File: config.mk
export PLATFORM = sky130hd
export DESIGN_NAME = port_config_and_data_regs
export DESIGN_NICKNAME = d
export VERILOG_FILES = /design/src/port_regs_pkg.sv /design/src/pin_sync.sv /design/src/port_config_and_data_regs.sv
export VERILOG_INCLUDE_DIRS = /design/src
export SDC_FILE = /design/constraint.sdc
export NUM_CORES = 1
export LEC_CHECK = 0
export ABC_CLOCK_PERIOD_IN_PS = 4000
export BUFFER_PORTS_ARGS = -buffer_cell sky130_fd_sc_hd__buf_2
export CORE_UTILIZATION = 45
export CTS_CLUSTER_DIAMETER = 40
export DETAILED_ROUTE_END_ITERATION = 12
export PLACE_DENSITY = 0.67
export SKIP_CTS_REPAIR_TIMING = 1
export SYNTH_ARGS = -nofsm -noshare
export SYNTH_HDL_FRONTEND = slang
export SYNTH_HIERARCHICAL = 1
export SYNTH_SLANG_ARGS = --single-unit
File: constraint.sdc
create_clock -name sys_clk -period 4 [get_ports sys_clk]
set_input_delay 0.8 -clock sys_clk [delete_from_list [all_inputs] [get_ports sys_clk]]
set_output_delay 0.8 -clock sys_clk [all_outputs]
set_load 0.02 [all_outputs]
File: src/port_regs_cfg.svh
// register offsets, field masks, reset values for the port register block
`ifndef PORT_REGS_CFG_SVH
`define PORT_REGS_CFG_SVH

// register address: bus_addr[7:4] = register kind, bus_addr[3:2] = 0, bus_addr[1:0] = port
`define OFF_LEVEL_IN    4'h0
`define OFF_OUT_VALUE   4'h1
`define OFF_LOGIC_OUT   4'h2
`define OFF_LOAD_BLOCK  4'h3
`define OFF_LOGIC_IN    4'h4
`define OFF_DRV_STATUS  4'h5
`define OFF_MODE_SEL    4'h6
`define OFF_DIRECTION   4'h7
`define OFF_DRIVE_TYPE  4'h8

`define KIND_LSB        4
`define PORT_SEL_LSB    0
`define PAD_LSB         2

`define PORT_A          2'h0
`define PORT_B          2'h1
`define PORT_C          2'h2
`define PORT_D          2'h3

`define PIN_W           8
`define NUM_PORTS       4
`define NUM_LOGIC_PORTS 3

`define CFG_RESET       8'h00
`define DATA_RESET      8'h00
`define RDATA_UNMAPPED  8'h00

`define ALL_PINS        8'hFF
`define NO_PINS         8'h00
`define PORT_D_PINS     8'h06
`define AB_OPEN_DRAIN   8'hF0
`define AB_SLEW         8'h0F
`define C_OPEN_DRAIN    8'hFF
`define C_SLEW          8'h00
`define D_OPEN_DRAIN    8'h00
`define D_SLEW          8'h06

`endif

File: src/port_regs_pkg.sv
// types shared by the port register block
package port_regs_pkg;

  typedef struct packed {
    logic [7:0] mode_sel;
    logic [7:0] direction;
    logic [7:0] drive_type;
    logic [7:0] out_value;
    logic [7:0] load_block;
  } port_cfg_t;

  typedef struct packed {
    logic [7:0] out;
    logic [7:0] oe;
    logic [7:0] fast_slew;
  } pin_drive_t;

  typedef struct packed {
    logic       wr;
    logic       rd;
    logic [3:0] kind;
    logic [1:0] port;
    logic       pad_ok;
    logic [7:0] wdata;
  } bus_req_t;

endpackage

File: src/pin_sync.sv
// multi-bit two-flop synchroniser for pin levels
`timescale 1ns/1ps
module pin_sync #(
  parameter int WIDTH = 32,
  parameter int STAGES = 2
) (
  input wire logic sys_clk,
  input wire logic rst_n,
  input wire logic [WIDTH-1:0] async_in,
  output logic [WIDTH-1:0] sync_out
);

  generate
    if (STAGES < 2) begin : g_bad_stages
      $error("pin_sync needs at least two stages");
    end
  endgenerate

  logic [STAGES-1:0][WIDTH-1:0] stage;
  logic [STAGES-1:0][WIDTH-1:0] next_stage;

  always_comb begin
    next_stage = {stage[STAGES-2:0], async_in};
  end

  always_ff @(posedge sys_clk or negedge rst_n) begin
    if (!rst_n) begin
      stage <= '0;
    end else begin
      stage <= next_stage;
    end
  end

  assign sync_out = stage[STAGES-1];

endmodule // pin_sync

File: src/port_config_and_data_regs.sv
// configuration and data registers of four general-purpose ports
`timescale 1ns/1ps
`include "port_regs_cfg.svh"

// Function
// - mode, direction, drive reset to zero
// - register bit n acts on pin n
// - mode 0 processor pin, 1 address bit
// - mode register only on ports A, B
// - direction 1 output, 0 input, default input
// - A-C output when direction or enable term
// - port D: two direction bits, no term
// - drive bit 1 open drain, 0 push-pull
// - slew drive bit 1 fast, 0 slow
// - drive bit roles per port fixed
// - pin-input register reads pin levels
// - output data stored, read, driven out
// - logic-out write loads unmasked cells only
// - mask bit 1 blocks load, default 0
// - logic-in cells readable on A-C
// - status shows effective output enables
// - logic-cell registers only on A-C
// - address out needs mode and direction/term
module port_config_and_data_regs
  import port_regs_pkg::*;
#(
  parameter int PIN_W = `PIN_W,
  parameter int SYNC_STAGES = 2
) (
  input wire logic sys_clk,
  input wire logic rst_n,
  input wire logic io_sel,
  input wire logic bus_wr,
  input wire logic bus_rd,
  input wire logic [7:0] bus_addr,
  input wire logic [7:0] bus_wdata,
  output logic [7:0] bus_rdata,
  output logic bus_rvalid,
  input wire logic [7:0] latched_addr,
  input wire logic [3:0][7:0] pin_in,
  output logic [3:0][7:0] pin_out,
  output logic [3:0][7:0] pin_oe,
  output logic [3:0][7:0] pin_fast_slew,
  input wire logic [2:0][7:0] logic_oe_term,
  input wire logic [2:0][7:0] output_logic_cell_q,
  input wire logic [2:0][7:0] input_logic_cell_q,
  output logic [2:0][7:0] output_logic_cell_load,
  output logic [7:0] output_logic_cell_data
);

  generate
    if (PIN_W != `PIN_W) begin : g_bad_width
      $error("port register block supports only 8-bit ports");
    end
  endgenerate

  //////////////////////////////////////////////////////////////////////////////
  // bus request decode

  bus_req_t req;

  always_comb begin
    req.wr = io_sel & bus_wr;
    req.rd = io_sel & bus_rd & ~bus_wr;
    req.kind = bus_addr[`KIND_LSB +: 4];
    req.port = bus_addr[`PORT_SEL_LSB +: 2];
    req.pad_ok = (bus_addr[`PAD_LSB +: 2] == 2'h0);
    req.wdata = bus_wdata;
  end

  // which bits of a register exist for a given port; zero means unmapped
  function automatic logic [7:0] impl_bits(input logic [3:0] kind, input logic [1:0] port);
    logic [7:0] pins;
    pins = (port == `PORT_D) ? `PORT_D_PINS : `ALL_PINS;
    unique case (kind)
      `OFF_LEVEL_IN, `OFF_OUT_VALUE: impl_bits = pins;
      `OFF_DIRECTION: impl_bits = pins;
      `OFF_DRIVE_TYPE: impl_bits = pins;
      `OFF_MODE_SEL: impl_bits = (port == `PORT_A || port == `PORT_B) ? `ALL_PINS : `NO_PINS;
      `OFF_LOGIC_OUT, `OFF_LOAD_BLOCK, `OFF_LOGIC_IN, `OFF_DRV_STATUS:
        impl_bits = (port == `PORT_D) ? `NO_PINS : `ALL_PINS;
      default: impl_bits = `NO_PINS;
    endcase
  endfunction

  // open-drain and slew capability per port
  function automatic logic [7:0] od_bits(input logic [1:0] port);
    unique case (port)
      `PORT_A, `PORT_B: od_bits = `AB_OPEN_DRAIN;
      `PORT_C: od_bits = `C_OPEN_DRAIN;
      default: od_bits = `D_OPEN_DRAIN;
    endcase
  endfunction

  function automatic logic [7:0] slew_bits(input logic [1:0] port);
    unique case (port)
      `PORT_A, `PORT_B: slew_bits = `AB_SLEW;
      `PORT_C: slew_bits = `C_SLEW;
      default: slew_bits = `D_SLEW;
    endcase
  endfunction

  logic [7:0] acc_bits;
  assign acc_bits = req.pad_ok ? impl_bits(req.kind, req.port) : `NO_PINS;

  //////////////////////////////////////////////////////////////////////////////
  // pin level synchroniser

  logic [3:0][7:0] pin_level;

  pin_sync #(
    .WIDTH(`NUM_PORTS * `PIN_W),
    .STAGES(SYNC_STAGES)
  ) u_pin_sync (
    .sys_clk(sys_clk),
    .rst_n(rst_n),
    .async_in(pin_in),
    .sync_out(pin_level)
  );

  //////////////////////////////////////////////////////////////////////////////
  // configuration and data registers

  port_cfg_t [3:0] cfg;
  port_cfg_t [3:0] next_cfg;

  always_comb begin
    next_cfg = cfg;
    for (int p = 0; p < `NUM_PORTS; p++) begin
      if (req.wr && req.port == p[1:0] && acc_bits != `NO_PINS) begin
        unique case (req.kind)
          `OFF_MODE_SEL: next_cfg[p].mode_sel = req.wdata & acc_bits;
          `OFF_DIRECTION: next_cfg[p].direction = req.wdata & acc_bits;
          `OFF_DRIVE_TYPE: next_cfg[p].drive_type = req.wdata & acc_bits;
          `OFF_OUT_VALUE: next_cfg[p].out_value = req.wdata & acc_bits;
          `OFF_LOAD_BLOCK: next_cfg[p].load_block = req.wdata & acc_bits;
          default: next_cfg[p] = cfg[p];
        endcase
      end
    end
  end

  always_ff @(posedge sys_clk or negedge rst_n) begin
    if (!rst_n) begin
      for (int p = 0; p < `NUM_PORTS; p++) begin
        cfg[p].mode_sel <= `CFG_RESET;
        cfg[p].direction <= `CFG_RESET;
        cfg[p].drive_type <= `CFG_RESET;
        cfg[p].out_value <= `DATA_RESET;
        cfg[p].load_block <= `DATA_RESET;
      end
    end else begin
      cfg <= next_cfg;
    end
  end

  //////////////////////////////////////////////////////////////////////////////
  // output logic cell load strobes

  logic [2:0][7:0] cell_load;
  logic [2:0][7:0] next_cell_load;
  logic [7:0] cell_data;
  logic [7:0] next_cell_data;

  always_comb begin
    next_cell_data = cell_data;
    for (int p = 0; p < `NUM_LOGIC_PORTS; p++) begin
      next_cell_load[p] = `NO_PINS;
      if (req.wr && req.port == p[1:0] && req.kind == `OFF_LOGIC_OUT && req.pad_ok) begin
        next_cell_load[p] = ~cfg[p].load_block;
        next_cell_data = req.wdata;
      end
    end
  end

  always_ff @(posedge sys_clk or negedge rst_n) begin
    if (!rst_n) begin
      cell_load <= '0;
      cell_data <= `DATA_RESET;
    end else begin
      cell_load <= next_cell_load;
      cell_data <= next_cell_data;
    end
  end

  assign output_logic_cell_load = cell_load;
  assign output_logic_cell_data = cell_data;

  //////////////////////////////////////////////////////////////////////////////
  // pin drivers, one slice per port

  logic [3:0][7:0] eff_oe;
  pin_drive_t [3:0] drive;
  pin_drive_t [3:0] next_drive;

  generate
    for (genvar gp = 0; gp < `NUM_PORTS; gp++) begin : g_port
      logic [7:0] term;
      logic [7:0] addr_mode;
      logic [7:0] value;
      logic [7:0] open_drain;

      if (gp < `NUM_LOGIC_PORTS) begin : g_term
        assign term = logic_oe_term[gp];
      end else begin : g_no_term
        assign term = `NO_PINS;
      end

      always_comb begin
        eff_oe[gp] = cfg[gp].direction | term;
        addr_mode = cfg[gp].mode_sel & eff_oe[gp];
        value = (addr_mode & latched_addr) | (~addr_mode & cfg[gp].out_value);
        open_drain = cfg[gp].drive_type & od_bits(2'(gp));
        next_drive[gp].out = value & ~open_drain;
        next_drive[gp].oe = eff_oe[gp] & ~(open_drain & value);
        next_drive[gp].fast_slew = cfg[gp].drive_type & slew_bits(2'(gp));
      end

      always_ff @(posedge sys_clk or negedge rst_n) begin
        if (!rst_n) begin
          drive[gp] <= '0;
        end else begin
          drive[gp] <= next_drive[gp];
        end
      end

      assign pin_out[gp] = drive[gp].out;
      assign pin_oe[gp] = drive[gp].oe;
      assign pin_fast_slew[gp] = drive[gp].fast_slew;
    end
  endgenerate

  //////////////////////////////////////////////////////////////////////////////
  // read path

  logic [7:0] rdata;
  logic [7:0] next_rdata;
  logic rvalid;
  logic next_rvalid;

  always_comb begin
    logic [7:0] raw;
    logic [1:0] lp;
    raw = `RDATA_UNMAPPED;
    lp = (req.port == `PORT_D) ? `PORT_A : req.port;
    unique case (req.kind)
      `OFF_LEVEL_IN: raw = pin_level[req.port];
      `OFF_OUT_VALUE: raw = cfg[req.port].out_value;
      `OFF_MODE_SEL: raw = cfg[req.port].mode_sel;
      `OFF_DIRECTION: raw = cfg[req.port].direction;
      `OFF_DRIVE_TYPE: raw = cfg[req.port].drive_type;
      `OFF_LOAD_BLOCK: raw = cfg[req.port].load_block;
      `OFF_LOGIC_OUT: raw = output_logic_cell_q[lp];
      `OFF_LOGIC_IN: raw = input_logic_cell_q[lp];
      `OFF_DRV_STATUS: raw = eff_oe[lp];
      default: raw = `RDATA_UNMAPPED;
    endcase
    next_rdata = rdata;
    next_rvalid = req.rd;
    if (req.rd) begin
      next_rdata = raw & acc_bits;
    end
  end

  always_ff @(posedge sys_clk or negedge rst_n) begin
    if (!rst_n) begin
      rdata <= `RDATA_UNMAPPED;
      rvalid <= 1'b0;
    end else begin
      rdata <= next_rdata;
      rvalid <= next_rvalid;
    end
  end

  assign bus_rdata = rdata;
  assign bus_rvalid = rvalid;

endmodule // port_config_and_data_regs

==> reports/results.ini <==
[outcome]
outcome = finished, final reports clean

[sta]
setup_viol = 0
hold_slack_ns = 0.302
rsz0062_at_grt = no
fin_crit_ns = 2.67
slew_viol_final = 0
tightest_slew_ns = 0.887
skew_ns = 0.0150
max_slew_margin_pct = 40.8
setup_slack_ns = 1.33
max_freq_mhz = 374
hold_viol_final = 0
fin_crit_sh_pct = 66.9
tns_ns = 0

[synthesis]
syn_area_per_cell_um2 = 12.4
synthDistinctLibCells = 53
synth_mux_area_share_pct = 14.0
synth_area_um2 = 13800
yosys-top-cells-area = dfrtp_1, mux4_2, nand2_1, mux2_2, o21ai_0
yosys.area_share.simple_pct = 10.4
yosysSeqAreaShare_pct = 61.4
synth-async-reset-ratio_pct = 100
synth.largest_area_cell = dfrtp_1
synth.top_cell.area_share_pct = 61.4
synthCells = 1117
ys_ff_latch = 339
synth_ff_type = dfrtp_1
yosys_warnings = 6
synthAdderAreaFrac_pct = 0
synth-edff-count = 0
synth_compound_area_share_pct = 10.0
yosys.area_share.xor_xnor_pct = 0.0634
synth_top_family_by_area = multiplexers

[global_route]
grtUsageTotal_pct = 26.0
grt_pass1_vias = 9949
antenna_found_initial = 3
grt_max_degree = 105
grt_pass1_wl_um = 60000
overflow = 0

[cts]
clk_pin_slew_worst_paths_ns = 0.06
numClockSinks = 339
cts_max_path_buffers = 3
cts_root_buf = clkbuf_16
cts_made_buffers = 43
cts_tree = yes
htree_levels = 2
clock_latency_ns = 0.53

[detailed_routing]
vias_per_cell = 5.59
drc_errors = 0
wire_per_inst_um = 22.4
first_pass_iters = 5
dr_total_vias = 9923
totalWireLength_um = 39800
initialDrtViolationCount = 766
drt.antenna.violating_nets = 0

[place]
place_congestion = 0.936
dp_slack_ns = 0.861
dpl_cell_area_um2 = 15300
dp_hpwl_um = 28200
numPortBuffers = 247
dp.cells = 1695

[setup_path]
crit_required_ns = 4.40
critPathLaunchType = primary input
reg2regPathDepth = 4
crit_type = in2reg
cp_num_buf_inv = 2
crit_chain = buf_4, buf_4, mux4_2, a221o_1, a221oi_1, a31oi_1
critPathMostFrequentCell = buf_4
path_max_fanout = 24
worstSetupPathDepth = 6
crit_family = compound AO/OA/AOI/OAI gates
crit_path_end_kind = register
worstPathArrival_ns = 3.07
cp-startpoint = bus_addr[0]
r2r-start = cfg[10]
critPathMaxStageDelay_ns = 0.55
cp_slowest_cell = mux4_2

[cells_and_area]
finalInstanceArea_um2 = 16800
fillers = 2539
drive_gt1_share_pct = 33.2
fin_nets = 1483
final_cells = 1776
fin_util_pct = 56.0
syn2layout_area_growth_pct = 21.4

[pwr]
power.total_mw = 7.84
p_leak_nw = 8.25
power_density_nw_per_um2 = 468
peakVddDrop_uv = 367

[die]
rows = 63
fp.dieH_um = 177
start_util_pct = 46.1
io_pins = 270
die_area_um2 = 31400
die_x_um = 177
coreArea_um2 = 30000

[run]
max_cap_viol_count = 0

[min_path]
hold_class = in2async

==> report_power, final <==
part           switching, mW  internal, mW  total, mW
clock                   1.54          2.32       3.87
combinational          0.312         0.156      0.469
sequential            0.0186          3.49       3.50
total                   1.87          5.97       7.84
==> sequential cells by signal, indices dropped and copies added, names as in the netlist <==
| signal | count |
|---|---|
| cfg | 152 |
| pin_oe | 32 |
| pin_out | 32 |
| u_pin_sync/next_stage | 32 |
| u_pin_sync/sync_out | 32 |
| output_logic_cell_load | 24 |
| pin_fast_slew | 10 |
| bus_rdata | 8 |
| g_port.open_drain | 8 |
| output_logic_cell_data | 8 |
| bus_rvalid | 1 |
==> worst reg2reg max path, stage by stage, from the launching register on <==
cell and delay [ns]:
dfrtp_1 0.44, mux4_2 0.48, a221o_1 0.39, a221oi_1 0.39, a31oi_1 0.14
==> worst paths after layout <==
path,end,slack (ns)
setup / recovery,bus_rdata[2],1.33
hold / removal,output_logic_cell_data[2],0.30
setup reg to reg,bus_rdata[2],2.02
hold reg to reg,u_pin_sync/sync_out[26],0.34
max in group asynchronous,u_pin_sync/next_stage[57],2.75
min in group sys_clk,u_pin_sync/sync_out[26],0.34
==> layout by cell type (no fill, tap or decap), drive strengths merged, types with 3 or more instances in the layout <==
| master | n |
|---|---|
| nor3 | 4 |
| a22oi | 11 |
| a211oi | 17 |
| nand2 | 154 |
| clkinv | 10 |
| nor2 | 71 |
| nand3 | 20 |
| and3b | 3 |
| o22ai | 7 |
| mux2i | 26 |
| nor2b | 11 |
| mux4 | 48 |
| a31oi | 4 |
| and3 | 3 |
| conb | 22 |
| a221oi | 5 |
| dfrtp | 339 |
| mux2 | 53 |
| or2 | 9 |
| bufinv | 3 |
| a32oi | 4 |
| o21ai | 132 |
| buf | 272 |
| inv | 8 |
| nor4b | 3 |
| nor4 | 3 |
| and2 | 19 |
| a21oi | 29 |
| a22o | 11 |
| clkinvlp | 7 |
| diode | 3 |
| clkbuf | 52 |
==> Yosys cell counts, types with 9 or more instances <==
cell	count
a21oi_1	29
a22o_1	11
nor2_1	71
o21ai_0	84
a211oi_1	17
nor2b_1	11
mux2_2	43
and2_1	19
dfrtp_1	339
nand2_1	154
buf_2	28
clkbuf_1	44
mux2_1	10
a22oi_1	11
mux2i_1	26
or2_2	9
o21ai_1	48
mux4_2	48
nand3_1	14
buf_4	31
==> cells by family after synthesis <==
family | Yosys count
DFF | 339
xor gates and xnor gates | 1
buffers and inverters | 107
muxes | 127
and+or+nand+nor | 308
other | 1
AOI/OAI and AO/OA | 234
==> area by class of cell <==
class / instances / area [um2] / area share [%]
sequential: 339 / 8480 / 50.6
timing repair buffer: 272 / 1480 / 8.81
clock buffer: 52 / 1170 / 6.98
inverter: 2 / 7.51 / 0.0448
clock inverter: 26 / 290 / 1.73
tap: 390 / 488 / 2.91
multi-input combinational: 692 / 4840 / 28.9
antenna: 3 / 7.51 / 0.0448
==> metal layers <==
| metal | vias to the layer above | GRT usage [%] | routed length, um |
|---|---|---|---|
| met3 | 95 | 5.88 | 3290 |
| met4 | 2 | 11.2 | 1570 |
| met1 | 4969 | 36.4 | 16700 |
| met2 | 477 | 39.1 | 18200 |
| li1 | 4380 | - | - |
| met5 | - | 0 | 11 |
Power figures use the tool's default switching activity.
